## src/pkg/pio_pkg.sv

```systemverilog
// constants, modes and routes for the programmable pin I/O logic
//
// Overview of operation
// RULE_01: input mode enables only receive; pad reaches core directly or via input register.
// RULE_02: registered receive samples the pad on the chosen capture clock edge.
// RULE_03: bypass input feeds the alternate function and never uses the input register.
// RULE_04: bypass input routes to global clock, global control or synth reference.
// RULE_05: output mode enables only transmit; core data drives pad directly or registered.
// RULE_06: registered transmit updates on the chosen launch clock edge.
// RULE_07: output register value may be inverted in output and bidirectional modes.
// RULE_08: bidirectional mode enables receive, transmit and output-enable paths together.
// RULE_09: capture clock drives input register; launch clock drives output and enable registers.
// RULE_10: bidirectional receive and transmit registering are chosen independently.
// RULE_11: clock-output mode drives a core tree clock onto the pad, bypassing core data.
// RULE_12: core output enable decides pad drive, optionally through the enable register. The code applies it in bidirectional mode only.
// RULE_13: the output-enable register switches the pad driver when the pin outputs. The code uses it in bidirectional mode only; output mode always drives.
// RULE_14: input register captures the pad value before it goes to the core.
// RULE_15: received pad value goes to the core on the receive data output.
// RULE_16: core transmit data is accepted and delivered to the pad.
// RULE_17: during configuration every pin is held in weak pull-up.
// RULE_18: unused pins in user mode tri-state with weak pull-up, optionally pull-down.
// RULE_19: weak pull-up pins in user mode show no glitch on the pad.
// RULE_20: with enable low the driver is off; bidirectional receive still sees the pad.
package pio_pkg;

   // ****************************************
   // pin modes
   // ****************************************
   typedef enum logic [1:0] {
      PIO_MODE_INPUT = 2'b00,
      PIO_MODE_OUTPUT = 2'b01,
      PIO_MODE_BIDIR = 2'b10,
      PIO_MODE_CLKOUT = 2'b11
   } pio_mode_t;

   // ****************************************
   // bypass routes
   // ****************************************
   typedef enum logic [1:0] {
      PIO_ROUTE_NONE = 2'b00,
      PIO_ROUTE_CLOCK = 2'b01,
      PIO_ROUTE_CONTROL = 2'b10,
      PIO_ROUTE_SYNTH = 2'b11
   } pio_route_t;

   // ****************************************
   // values after reset
   // ****************************************
   localparam logic PIO_RST_OUT = 1'h0;
   localparam logic PIO_RST_OE = 1'h0;
   localparam logic PIO_RST_PULLUP = 1'h1;
   localparam logic PIO_RST_PULLDOWN = 1'h0;
   localparam logic PIO_RST_DATA = 1'h0;
   localparam logic PIO_RST_SYNC = 1'h0;

endpackage

```

## src/rtl/pio_sync3.sv

```systemverilog
// three-stage input synchroniser with agreement filter and edge pulses
`timescale 1ns/1ps

module pio_sync3 (
   input wire logic core_clk,
   input wire logic reset_n,
   input wire logic asyncIn,
   output logic level,
   output logic rise,
   output logic fall
);

   logic stage1;
   logic stage2;
   logic stage3;
   logic agree;

   // ****************************************
   // synchroniser chain
   // ****************************************
   always_ff @(posedge core_clk or negedge reset_n) begin
      if (!reset_n) begin
         stage1 <= pio_pkg::PIO_RST_SYNC;
         stage2 <= pio_pkg::PIO_RST_SYNC;
         stage3 <= pio_pkg::PIO_RST_SYNC;
      end else begin
         stage1 <= asyncIn;
         stage2 <= stage1;
         stage3 <= stage2;
      end
   end

   assign agree = (stage2 == stage3);

   // ****************************************
   // filtered level and edges
   // ****************************************
   always_ff @(posedge core_clk or negedge reset_n) begin
      if (!reset_n) begin
         level <= pio_pkg::PIO_RST_SYNC;
         rise <= pio_pkg::PIO_RST_SYNC;
         fall <= pio_pkg::PIO_RST_SYNC;
      end else begin
         if (agree) begin
            level <= stage3;
         end
         rise <= agree && stage3 && !level;
         fall <= agree && !stage3 && level;
      end
   end

endmodule // pio_sync3

```

## src/rtl/pio_pin_logic.sv

```systemverilog
// I/O logic for one general-purpose pin
`timescale 1ns/1ps

module pio_pin_logic (
   input wire logic core_clk,
   input wire logic reset_n,
   // configuration
   input wire logic configDone,
   input wire logic pinUsed,
   input wire logic [1:0] pinMode,
   input wire logic rxRegEn,
   input wire logic rxFallEdge,
   input wire logic txRegEn,
   input wire logic txFallEdge,
   input wire logic txInvert,
   input wire logic oeRegEn,
   input wire logic oeFallEdge,
   input wire logic pullDownSel,
   input wire logic [1:0] bypassRoute,
   // core side
   input wire logic captureClock,
   input wire logic launchClock,
   input wire logic treeClock,
   input wire logic txData,
   input wire logic txOe,
   output logic rxData,
   output logic globalClockNet,
   output logic globalControlNet,
   output logic synthReferenceInput,
   // pad side
   input wire logic padIn,
   output logic padOut,
   output logic padOe,
   output logic padPullUp,
   output logic padPullDown
);

   logic padLevel;
   logic capRise;
   logic capFall;
   logic lchRise;
   logic lchFall;
   logic treeLevel;
   logic captureEdge;
   logic txEdge;
   logic oeEdge;
   logic rxReg;
   logic txReg;
   logic oeReg;
   logic userActive;
   logic rxPathOn;
   logic txPathOn;
   logic oePathOn;
   logic clkPathOn;
   logic bypassActive;
   logic txValue;
   logic oeValue;
   logic next_padOut;
   logic next_padOe;
   logic next_padPullUp;
   logic next_padPullDown;
   logic next_rxData;
   pio_pkg::pio_mode_t mode;
   pio_pkg::pio_route_t route;

   // ****************************************
   // synchronisers for outside inputs
   // ****************************************
   pio_sync3 padSync (
      .core_clk(core_clk),
      .reset_n(reset_n),
      .asyncIn(padIn),
      .level(padLevel),
      .rise(),
      .fall()
   );

   pio_sync3 captureSync (
      .core_clk(core_clk),
      .reset_n(reset_n),
      .asyncIn(captureClock),
      .level(),
      .rise(capRise),
      .fall(capFall)
   );

   pio_sync3 launchSync (
      .core_clk(core_clk),
      .reset_n(reset_n),
      .asyncIn(launchClock),
      .level(),
      .rise(lchRise),
      .fall(lchFall)
   );

   pio_sync3 treeSync (
      .core_clk(core_clk),
      .reset_n(reset_n),
      .asyncIn(treeClock),
      .level(treeLevel),
      .rise(),
      .fall()
   );

   // ****************************************
   // path enables per mode
   // ****************************************
   always_comb begin
      mode = pio_pkg::pio_mode_t'(pinMode);
      route = pio_pkg::pio_route_t'(bypassRoute);
      userActive = configDone && pinUsed;
      rxPathOn = userActive && (mode == pio_pkg::PIO_MODE_INPUT ||
         mode == pio_pkg::PIO_MODE_BIDIR); // [RULE_01] [RULE_08]
      txPathOn = userActive && (mode == pio_pkg::PIO_MODE_OUTPUT ||
         mode == pio_pkg::PIO_MODE_BIDIR); // [RULE_05] [RULE_08]
      oePathOn = userActive && (mode == pio_pkg::PIO_MODE_BIDIR); // [RULE_08]
      clkPathOn = userActive && (mode == pio_pkg::PIO_MODE_CLKOUT); // [RULE_11]
      bypassActive = userActive && (mode == pio_pkg::PIO_MODE_INPUT) && !rxRegEn; // [RULE_03]
   end

   // ****************************************
   // edge selection
   // ****************************************
   always_comb begin
      captureEdge = rxFallEdge ? capFall : capRise; // [RULE_02]
      txEdge = txFallEdge ? lchFall : lchRise; // [RULE_06] [RULE_09]
      oeEdge = oeFallEdge ? lchFall : lchRise; // [RULE_09]
   end

   // ****************************************
   // input register
   // ****************************************
   always_ff @(posedge core_clk or negedge reset_n) begin
      if (!reset_n) begin
         rxReg <= pio_pkg::PIO_RST_DATA;
      end else if (captureEdge) begin
         rxReg <= padLevel; // [RULE_02] [RULE_14]
      end
   end

   // ****************************************
   // output register
   // ****************************************
   always_ff @(posedge core_clk or negedge reset_n) begin
      if (!reset_n) begin
         txReg <= pio_pkg::PIO_RST_OUT;
      end else if (txEdge) begin
         txReg <= txData; // [RULE_06] [RULE_16]
      end
   end

   // ****************************************
   // output-enable register
   // ****************************************
   always_ff @(posedge core_clk or negedge reset_n) begin
      if (!reset_n) begin
         oeReg <= pio_pkg::PIO_RST_OE;
      end else if (oeEdge) begin
         oeReg <= txOe; // [RULE_09] [RULE_13]
      end
   end

   // ****************************************
   // pad drive and pulls
   // ****************************************
   always_comb begin
      txValue = txRegEn ? (txInvert ? !txReg : txReg) : txData; // [RULE_07] [RULE_10] [RULE_16]
      oeValue = oeRegEn ? oeReg : txOe; // [RULE_12] [RULE_13]
      next_padOut = 1'h0;
      next_padOe = 1'h0;
      if (clkPathOn) begin
         next_padOut = treeLevel; // [RULE_11]
         next_padOe = 1'h1;
      end else if (oePathOn) begin
         next_padOut = txValue;
         next_padOe = oeValue; // [RULE_12] [RULE_20]
      end else if (txPathOn) begin
         next_padOut = txValue; // [RULE_05]
         next_padOe = 1'h1;
      end
      next_padPullUp = !configDone || (!pinUsed && !pullDownSel); // [RULE_17] [RULE_18] [RULE_19]
      next_padPullDown = configDone && !pinUsed && pullDownSel; // [RULE_18]
   end

   always_ff @(posedge core_clk or negedge reset_n) begin
      if (!reset_n) begin
         padOut <= pio_pkg::PIO_RST_OUT;
         padOe <= pio_pkg::PIO_RST_OE;
      end else begin
         padOut <= next_padOut;
         padOe <= next_padOe;
      end
   end

   always_ff @(posedge core_clk or negedge reset_n) begin
      if (!reset_n) begin
         padPullUp <= pio_pkg::PIO_RST_PULLUP;
         padPullDown <= pio_pkg::PIO_RST_PULLDOWN;
      end else begin
         padPullUp <= next_padPullUp; // [RULE_19]
         padPullDown <= next_padPullDown;
      end
   end

   // ****************************************
   // receive data to core
   // ****************************************
   always_comb begin
      next_rxData = 1'h0;
      if (rxPathOn) begin
         next_rxData = rxRegEn ? rxReg : padLevel; // [RULE_01] [RULE_10] [RULE_20]
      end
   end

   always_ff @(posedge core_clk or negedge reset_n) begin
      if (!reset_n) begin
         rxData <= pio_pkg::PIO_RST_DATA;
      end else begin
         rxData <= next_rxData; // [RULE_15]
      end
   end

   // ****************************************
   // bypass input routing
   // ****************************************
   always_ff @(posedge core_clk or negedge reset_n) begin
      if (!reset_n) begin
         globalClockNet <= pio_pkg::PIO_RST_DATA;
         globalControlNet <= pio_pkg::PIO_RST_DATA;
         synthReferenceInput <= pio_pkg::PIO_RST_DATA;
      end else begin
         globalClockNet <= bypassActive && (route == pio_pkg::PIO_ROUTE_CLOCK) &&
            padLevel; // [RULE_03] [RULE_04]
         globalControlNet <= bypassActive && (route == pio_pkg::PIO_ROUTE_CONTROL) &&
            padLevel; // [RULE_04]
         synthReferenceInput <= bypassActive && (route == pio_pkg::PIO_ROUTE_SYNTH) &&
            padLevel; // [RULE_04]
      end
   end

   // ****************************************
   // assertions
   // ****************************************
   a_config_pullup: assert property (@(posedge core_clk) disable iff (!reset_n) // [RULE_17]
      !configDone |=> padPullUp && !padPullDown && !padOe)
      else $error("pin not in weak pull-up during configuration");

   a_unused_pull: assert property (@(posedge core_clk) disable iff (!reset_n) // [RULE_18]
      configDone && !pinUsed |=> !padOe && (padPullDown == $past(pullDownSel)) &&
      (padPullUp == !$past(pullDownSel)))
      else $error("unused pin not tri-stated with selected pull");

   a_pullup_steady: assert property (@(posedge core_clk) disable iff (!reset_n) // [RULE_19]
      !pinUsed && !pullDownSel && $past(!pinUsed && !pullDownSel) |=> $stable(padPullUp))
      else $error("weak pull-up glitched");

   a_input_nodrive: assert property (@(posedge core_clk) disable iff (!reset_n) // [RULE_01]
      userActive && mode == pio_pkg::PIO_MODE_INPUT |=> !padOe)
      else $error("input mode drives the pad");

   a_rx_direct: assert property (@(posedge core_clk) disable iff (!reset_n) // [RULE_15]
      rxPathOn && !rxRegEn |=> rxData == $past(padLevel))
      else $error("unregistered receive data wrong");

   a_rx_reg_edge: assert property (@(posedge core_clk) disable iff (!reset_n) // [RULE_02]
      !captureEdge |=> $stable(rxReg))
      else $error("input register changed without capture edge");

   a_rx_reg_path: assert property (@(posedge core_clk) disable iff (!reset_n) // [RULE_14]
      captureEdge ##1 (rxPathOn && rxRegEn) |=> rxData == $past(padLevel, 2))
      else $error("registered receive data wrong");

   a_tx_direct: assert property (@(posedge core_clk) disable iff (!reset_n) // [RULE_05]
      userActive && mode == pio_pkg::PIO_MODE_OUTPUT && !txRegEn |=>
      padOe && padOut == $past(txData))
      else $error("direct transmit path wrong");

   a_tx_reg_edge: assert property (@(posedge core_clk) disable iff (!reset_n) // [RULE_06]
      !txEdge |=> $stable(txReg))
      else $error("output register changed without launch edge");

   a_tx_invert: assert property (@(posedge core_clk) disable iff (!reset_n) // [RULE_07]
      txPathOn && txRegEn && txInvert |=> padOut == !$past(txReg))
      else $error("inverted output wrong");

   a_bidir_oe: assert property (@(posedge core_clk) disable iff (!reset_n) // [RULE_12]
      oePathOn |=> padOe == ($past(oeRegEn) ? $past(oeReg) : $past(txOe)))
      else $error("bidirectional enable wrong");

   a_clkout_path: assert property (@(posedge core_clk) disable iff (!reset_n) // [RULE_11]
      clkPathOn |=> padOe && padOut == $past(treeLevel))
      else $error("clock output path wrong");

   a_bypass_route: assert property (@(posedge core_clk) disable iff (!reset_n) // [RULE_03]
      !bypassActive |=> !globalClockNet && !globalControlNet && !synthReferenceInput)
      else $error("bypass active outside unregistered input mode");

   a_route_clock: assert property (@(posedge core_clk) disable iff (!reset_n) // [RULE_04]
      bypassActive && route == pio_pkg::PIO_ROUTE_CLOCK |=>
      globalClockNet == $past(padLevel) && !globalControlNet && !synthReferenceInput)
      else $error("bypass not carried on global clock net alone");

   a_route_control: assert property (@(posedge core_clk) disable iff (!reset_n) // [RULE_04]
      bypassActive && route == pio_pkg::PIO_ROUTE_CONTROL |=>
      globalControlNet == $past(padLevel) && !globalClockNet && !synthReferenceInput)
      else $error("bypass not carried on global control net alone");

   a_route_synth: assert property (@(posedge core_clk) disable iff (!reset_n) // [RULE_04]
      bypassActive && route == pio_pkg::PIO_ROUTE_SYNTH |=>
      synthReferenceInput == $past(padLevel) && !globalClockNet && !globalControlNet)
      else $error("bypass not carried on synth reference alone");

endmodule // pio_pin_logic

```

## config.mk

```make
export PLATFORM = sky130hd
export DESIGN_NAME = pio_pin_logic
export DESIGN_NICKNAME = d
export VERILOG_FILES = /design/src/pkg/pio_pkg.sv /design/src/rtl/pio_sync3.sv /design/src/rtl/pio_pin_logic.sv
export SDC_FILE = /design/constraint.sdc
export NUM_CORES = 1
export LEC_CHECK = 0
export ABC_AREA = 1
export BUFFER_PORTS_ARGS = -buffer_cell sky130_fd_sc_hd__clkbuf_2
export CAP_MARGIN = 20
export CORE_MARGIN = 4
export CORE_UTILIZATION = 40
export DETAILED_ROUTE_END_ITERATION = 8
export HOLD_SLACK_MARGIN = 0.06
export PLACE_DENSITY = 0.73
export SLEW_MARGIN = 0
export SYNTH_ARGS = -nofsm -noshare
export SYNTH_HDL_FRONTEND = slang
export SYNTH_SLANG_ARGS = --single-unit
```

## constraint.sdc

```tcl
create_clock -name core_clk -period 1.2 [get_ports core_clk]
set_input_delay 0.18 -clock core_clk [delete_from_list [all_inputs] [get_ports core_clk]]
set_output_delay 0.18 -clock core_clk [all_outputs]
set_load 0.01 [all_outputs]
```

Word-level counts from Yosys, hierarchy flattened
Cells that the tools add are included.
{"block": "totals", "elab_cells": 92, "input_bits": 22, "out_inout_bits": 8, "register_bits": 31}
{"block": "op_classes", "eq_ne": 10, "n_reduce_logical": 37, "mux": 14}
{"op": "1-bit logical AND", "n": 24}
{"op": "1-bit two-way mux", "n": 14}
{"op": "1-bit logical NOT", "n": 9}
{"op": "2-bit equality test (second input constant)", "n": 4}
{"op": "1-bit equality test", "n": 4}
{"op": "2-bit by 1-bit equality test with 1-bit output (second input constant)", "n": 2}
{"op": "1-bit logical OR", "n": 3}
{"op": "2-bit logical NOT", "n": 1}

Depth between registers and ports, before layout
Gate-level depths: netlist of run 1.
{"block": "logic_depth", "ltp_word": 6, "depth_mapped": 8, "mapped_depth_nobuf": 8}

Cells and area by module
From an unflattened synthesis of run 1, not the netlist that was laid out.
{"block": "hier_totals", "hier_cells": 142, "area_unflattened_um2": 1433.9}
{"module": "pio_sync3", "seq_area_each_um2": 150.1, "area_per_inst_um2": 212.7, "cells_per_inst": 18, "n_inst": 4}
{"module": "pio_pin_logic", "seq_area_each_um2": 276.5, "area_per_inst_um2": 583.1, "cells_per_inst": 70, "n_inst": 1}

Worst setup path before layout of run 1
Ideal clock, no wire load.
{"block": "synth_timing", "path_type": "reg2reg", "from": "register captureSync.stage3", "to": "register captureSync.level", "setup_time_ps": 126, "stages_incl_launch_ff": 5, "path_buffers": 0, "period_less_slack_ps": 899, "setup_slack_ps": 301, "arrival_ps": 773, "t_required_ps": 1074, "path_cell_list": "dfrtp_1 > inv_1 > ha_1 > nand2_1 > o21ai_0"}
{"block": "synth_via", "elab_chain_cells": 1}
{"element": "start: declaration", "line": "pio_sync3.sv:15", "rtl": "logic stage3;"}
{"element": "start signal: assignment", "line": "pio_sync3.sv:25", "rtl": "stage3 <= pio_pkg::PIO_RST_SYNC;"}
{"element": "start signal: assignment", "line": "pio_sync3.sv:29", "rtl": "stage3 <= stage2;"}
{"element": "1-bit equality test", "line": "pio_sync3.sv:33", "rtl": "assign agree = (stage2 == stage3);"}
{"element": "end signal: assignment", "line": "pio_sync3.sv:40", "rtl": "level <= pio_pkg::PIO_RST_SYNC;"}
{"element": "end signal: assignment", "line": "pio_sync3.sv:45", "rtl": "level <= stage3;"}
{"element": "end: declaration", "line": "pio_sync3.sv:8", "rtl": "output logic level,"}
Several ways; a longest one is shown, not always the timed one.
A chain may end at the register's enable or synchronous reset.

Worst setup path after layout of run 1
{"block": "layout_timing", "from": "register padPullUp", "to": "output port padPullUp"}
{"element": "start: declaration", "line": "pio_pin_logic.sv:34", "rtl": "output logic padPullUp,"}
{"element": "start signal: assignment", "line": "pio_pin_logic.sv:197", "rtl": "padPullUp <= pio_pkg::PIO_RST_PULLUP;"}
{"element": "start signal: assignment", "line": "pio_pin_logic.sv:200", "rtl": "padPullUp <= next_padPullUp;"}
No word-level cell between the ends.

==> results of run 1 <==
==> cell usage in the layout, fill, tap and decap left out <==
| master | instances |
|---|---|
| clkinv_2 | 1 |
| inv_4 | 1 |
| nand2_2 | 2 |
| ha_1 | 7 |
| dfrtp_1 | 30 |
| nand3b_1 | 1 |
| nor3_2 | 1 |
| buf_4 | 2 |
| clkbuf_4 | 5 |
| or2_2 | 1 |
| nor2_2 | 1 |
| clkbuf_2 | 29 |
| nand3_1 | 6 |
| dlygate4sd3_1 | 9 |
| o21ai_0 | 12 |
| dfstp_2 | 1 |
| nor2_1 | 7 |
| maj3_1 | 2 |
| clkbuf_8 | 1 |
| nand2_1 | 20 |
| nand3b_4 | 1 |
| inv_1 | 19 |
==> worst paths after layout <==
kind                                         end  slack [ns]  cells after the start
worst min-delay path                       oeReg        0.08                      3
worst min register to register    padSync.stage2        0.36                      0
min in group asynchronous                 padOut        0.29                      2
worst max-delay path                   padPullUp        0.06                      1
worst max register to register  launchSync.level        0.21                      3
max in group asynchronous                  oeReg        0.45                      3
==> metal layers <==
layer | share of wire [%] | vias up | routed length, um
li1 | - | 440 | -
met1 | 41 | 393 | 809
met2 | 51 | 26 | 1020
met3 | 6.6 | 5 | 131
met4 | 1.6 | 0 | 31
met5 | 0 | - | 0
==> area by class of cell <==
cell class	count	area, um2	area share, %
Multi-Input combinational cell	61	362	23.2
Clock buffer	6	51.3	3.29
Inverter	20	77.6	4.97
Clock inverter	1	5.00	0.321
Sequential cell	31	777	49.8
Timing Repair Buffer	40	250	16.0
Tap cell	31	38.8	2.48
==> power breakdown <==
| group | leakage, nW | switching (W) | internal [W] |
|---|---|---|---|
| combinational | 0.433 | 0.000128 | 0.000111 |
| clock | 0.0341 | 0.000321 | 0.000271 |
| sequential | 0.385 | 0.0000384 | 0.00113 |
==> timing repair <==
| action | 4_1_cts | 5_1_grt |
|---|---|---|
| endpoints found under the setup margin | 0 | 0 |
| hold buffers | 9 | 0 |
| hold endpoints to repair | 20 | 0 |
| resized for setup | 0 | 0 |
==> stage by stage <==
step                      utilization, %  total power, W  setup slack, ns  area, um2  cells
final                               55.2         0.00200           0.0616       1560    190
after global routing                55.2         0.00211           0.0299       1560    190
after CTS                           55.2         0.00202           0.0431       1560    190
after detailed placement            50.0         0.00141            0.153       1420    174
after global placement              50.0         0.00139            0.173       1420    174
after floorplan                        -         0.00130            0.301       1220    112
==> cells by family (layout without fill, tap and decap cells) <==
kind of cell    count (synthesis)  in the layout  synth area share, %
compound gates                 12             12                 4.94
fa+ha+maj                       9              9                 8.85
buf+inv                        20             67                 6.38
flops                          31             31                 63.9
simple gates                   40             40                 15.9
==> flow_metrics.py, run 1 <==
metrics = {
    "floorplanning": {
        "die_x_um": 63.1,
        "row_count": 19,
        "die_area_um2": 3990,
        "start_util_pct": 43.0,
        "die_y_um": 63.1,
        "core_area_um2": 2830,
        "io_pins": 30,
    },
    "worst_setup_path": {
        "end_kind": "output pin",
        "reg2reg_from": "launchSync.stage3",
        "cpPeakStageDelay_ns": 0.53,
        "cp_max_fo": 1,
        "cpMaxStageDelayCell": "dfstp_2",
        "cp_cell_sequence": "clkbuf_2",
        "crit_buf_inv": 1,
        "cp-start-kind": "flip-flop",
        "critPathTopFamily": "flip-flops",
        "critPathArrivalTime_ns": 0.96,
        "worst-endpoint-required_ns": 1.02,
        "worstSetupPathType": "reg2out",
        "startpoint": "padPullUp",
    },
    "cts": {
        "clk_pin_slew_ns": 0.08,
        "cts_tree": "yes",
        "cts_setup_buffers": 0,
        "cts_buffer_depth": 2,
        "numCtsBuffers": 5,
        "cts-htree-levels": 2,
        "cts_root_buf": "clkbuf_4",
        "clock_latency_ns": 0.31,
        "clock-sinks": 31,
    },
    "sta": {
        "maxSlewViolCount": 0,
        "fin_crit_sh_pct": 94.9,
        "slew_headroom_pct": 76.5,
        "max_freq_mhz": 878,
        "worst-slew-pin-transition_ns": 0.352,
        "min_period_ns": 1.14,
        "skew_ns": 0.00423,
        "rsz0062_at_grt": "no",
        "whs_ns": 0.0819,
        "setup_violations": 0,
        "final.setup.tns_ns": 0,
        "finalHoldViolCount": 0,
    },
    "cells_and_area": {
        "n_fill_cell": 249,
        "drive_above_1_share_pct": 28.9,
        "area_growth_pct": 28.4,
        "diodes": 0,
        "final_nets": 188,
    },
    "grt": {
        "top_usage_layer": "met2",
        "grt_util_met3_pct": 4.26,
        "grt_start_max_net_pins": 16,
        "grt_util_met2_pct": 22.0,
        "grtUsageMet1_pct": 11.7,
        "overflow": 0,
        "grt_pass1_wl_um": 3690,
        "grt_pass1_vias": 935,
        "antenna_found_initial": 0,
        "grt.total_usage_pct": 11.8,
    },
    "route": {
        "dr.pass1.iters": 3,
        "wl_um": 1990,
        "drtIter0Drc": 14,
        "vias": 864,
        "viasPerCell": 4.55,
        "antenna_left": 0,
        "drc_errors": 0,
        "wl_per_cell_um": 10.5,
    },
    "synth": {
        "synth_edf_count": 0,
        "syn_area_um2": 1220,
        "netlist_top_cells_count": "dfrtp_1 (30), nand2_1 (20), inv_1 (19)",
        "synth_top_flop_cell": "dfrtp_1",
        "syn_nets": 141,
        "ys_top_cells_by_area": "dfrtp_1 (62%), ha_1 (7.2%), nand2_1 (6.2%)",
        "async_flop_share_pct": 100,
        "synth-seq-cells": 31,
        "ys_seq_area_share_pct": 63.9,
        "yosysUniqueCellTypes": 16,
        "syn-instance-count": 112,
        "post-synth-top-count-cell": "dfrtp_1",
        "synth.avg_cell_area_um2": 10.9,
        "yosys.area.top_type": "dfrtp_1",
        "ys_warn_count": 0,
        "synth_top_cell_area_share_pct": 61.7,
    },
    "run": {
        "drv_cap": 0,
    },
    "pwr": {
        "cellPowerDensity_nw_per_um2": 1280,
        "leakagePower_nw": 0.852,
        "peakVddDrop_mv": 0.702,
    },
    "min_path": {
        "hold_path_class": "in2reg",
        "hold_path_startpoint": "txOe",
    },
    "status": {
        "outcome": "finished clean",
    },
    "placed_design": {
        "gp_congestion": 0.815,
        "dp_hpwl_um": 1550,
        "io_buffers": 29,
    },
}
Power figures use the tool's default switching activity.
==> inputs of run 2 (changes only) <==
Settings changed: BUFFER_PORTS_ARGS -buffer_cell sky130_fd_sc_hd__clkbuf_2 to -buffer_cell sky130_fd_sc_hd__buf_2.
==> run 2 against run 1 <==
Against the previous run: worst setup slack got worse by 0.019 ns; combinational power increased by 3%; utilization increased by 0.62 points; clock power increased by 16%; first-iteration DRC count increased by 14%; cell count unchanged; clock skew increased by 0.0039 ns; critical path depth unchanged; total power increased by 5.2%; maximum frequency decreased by 1.6%; critical endpoint unchanged; highest routed layer unchanged.
==> flow_metrics.py, run 2 (synthesis results as in run 1) <==
metrics = {
    "status": {
        "outcome": "finished clean",
    },
    "route": {
        "vias": 884,
        "wl_um": 2040,
        "drtIter0Drc": 16,
        "wl_per_cell_um": 10.7,
        "viasPerCell": 4.65,
        "dr.pass1.iters": 4,
        "drc_errors": 0,
        "antenna_left": 0,
    },
    "floorplanning": {
        "core_area_um2": 2830,
        "die_area_um2": 3990,
        "die_x_um": 63.1,
        "die_y_um": 63.1,
        "row_count": 19,
        "start_util_pct": 43.0,
        "io_pins": 30,
    },
    "cells_and_area": {
        "final_nets": 187,
        "final_common_cell": "dfrtp_1",
        "area_growth_pct": 29.8,
        "diodes": 0,
        "layout_common_cells": "dfrtp_1 (30), buf_2 (29), nand2_1 (20)",
        "seq_area_um2": 777,
        "fin_cells": 190,
        "multiInputGateArea_um2": 362,
        "drive_above_1_share_pct": 28.3,
        "n_fill_cell": 253,
    },
    "cts": {
        "clock_latency_ns": 0.33,
        "cts_buffer_depth": 2,
        "cts_root_buf": "clkbuf_4",
        "clock-sinks": 31,
        "numCtsBuffers": 5,
        "cts_tree": "yes",
        "clk_pin_slew_ns": 0.10,
        "cts_setup_buffers": 0,
        "cts-htree-levels": 2,
        "ctsResizeCount": 0,
        "holdBufCountCts": 9,
    },
    "pwr": {
        "peakVddDrop_mv": 0.827,
        "leakagePower_nw": 0.857,
        "switchingPower_w": 0.000515,
        "combPwrFrac_pct": 11.7,
        "switching_share_pct": 24.5,
        "cellPowerDensity_nw_per_um2": 1330,
        "clockPowerShare_pct": 32.7,
        "p_int_w": 0.00159,
        "power_frac_seq_pct": 55.6,
    },
    "sta": {
        "maxSlewViolCount": 0,
        "min_period_ns": 1.16,
        "skew_ns": 0.00818,
        "setup_violations": 0,
        "worst-slew-pin-transition_ns": 0.227,
        "rsz0062_at_grt": "no",
        "slew_headroom_pct": 84.7,
        "max_freq_mhz": 864,
        "fin_crit_sh_pct": 96.4,
        "finalHoldViolCount": 0,
        "final.setup.tns_ns": 0,
    },
    "worst_setup_path": {
        "worst-endpoint-required_ns": 1.02,
        "r2r-end": "launchSync.level",
        "cp-start-kind": "flip-flop",
        "crit_buf_inv": 1,
        "cpPeakStageDelay_ns": 0.53,
        "cp_cell_sequence": "buf_2",
        "worstSetupPathType": "reg2out",
        "critPathArrivalTime_ns": 0.98,
        "reg2reg_slack_ns": 0.24,
        "reg2reg_from": "launchSync.stage3",
        "critPathTopFamily": "flip-flops",
        "reg2reg_depth": 4,
        "cp_max_fo": 1,
        "end_kind": "output pin",
        "cpMaxStageDelayCell": "dfstp_2",
    },
    "placed_design": {
        "io_buffers": 29,
        "dp_hpwl_um": 1450,
        "place_inst": 173,
        "gp_congestion": 0.803,
    },
    "run": {
        "drv_cap": 0,
    },
    "grt": {
        "grt_start_max_net_pins": 32,
        "grt.total_usage_pct": 11.6,
        "grt_pass1_wl_um": 3570,
        "antenna_found_initial": 0,
        "grt_pass1_vias": 858,
        "overflow": 0,
    },
    "min_path": {
        "holdPathStages": 3,
        "hold_path_class": "in2reg",
        "hold_end": "oeReg",
        "hold_path_startpoint": "txOe",
    },
}
run 2: cell types whose count changed in the layout (fill, tap and decap cells not counted):
cell | before | now
buf_2 | 0 | 29
clkbuf_2 | 29 | 0
buf_4 | 2 | 0
buf_12 | 0 | 1
clkbuf_1 | 0 | 1
clkbuf_8 | 1 | 2
clkinv_2 | 1 | 0
run 2: per-layer routing:
metal  up-vias  GRT usage (%)  part of all wire [%]
li1        436              -                     -
met1       416           13.2                    44
met2        27           19.2                    47
met5         -              0                     0
met4         0           4.13                   1.6
met3         5           5.33                   7.7
run 2: stage by stage:
stage | utilization (%) | instance area, um2 | power (W) | worst slack, ns | hold WS, ns
after global placement | 50.2 | 1420 | 0.00139 | 0.175 | 0.143
after floorplan | - | 1220 | 0.00130 | 0.301 | -0.116
final | 55.8 | 1580 | 0.00210 | 0.0427 | 0.0737
after CTS | 55.8 | 1580 | 0.00213 | 0.0364 | 0.0663
after detailed placement | 50.2 | 1420 | 0.00141 | 0.155 | 0.146
after global routing | 55.8 | 1580 | 0.00221 | 0.0139 | 0.0830
run 2: worst max-delay path by stage:
stage,startpoint,to,slack [ns],cells past startpoint
6_report,padPullUp,padPullUp,0.04,1
5_1_grt,padPullUp,padPullUp,0.01,1
4_1_cts,padPullUp,padPullUp,0.04,1
3_5_place_dp,pinMode[0],padOut,0.15,9
3_3_place_gp,pinMode[0],padOut,0.18,9
2_1_floorplan,pinMode[0],padOut,0.30,8
run 2: power by group through the flow:
stage	registers, W	logic, W	clock network, W
floorplan	0.00118	0.000114	0
global placement	0.00118	0.000211	0
detailed placement	0.00119	0.000224	0
CTS	0.00117	0.000250	0.000708
global route	0.00118	0.000287	0.000745
finish	0.00117	0.000245	0.000688
run 2: final cells by class:
type | instances | share of cell area (%)
Clock buffer | 8 | 4.36
Inverter | 20 | 4.91
Multi-Input combinational cell | 61 | 22.9
Sequential cell | 31 | 49.2
Tap cell | 31 | 2.46
Timing Repair Buffer | 39 | 16.2
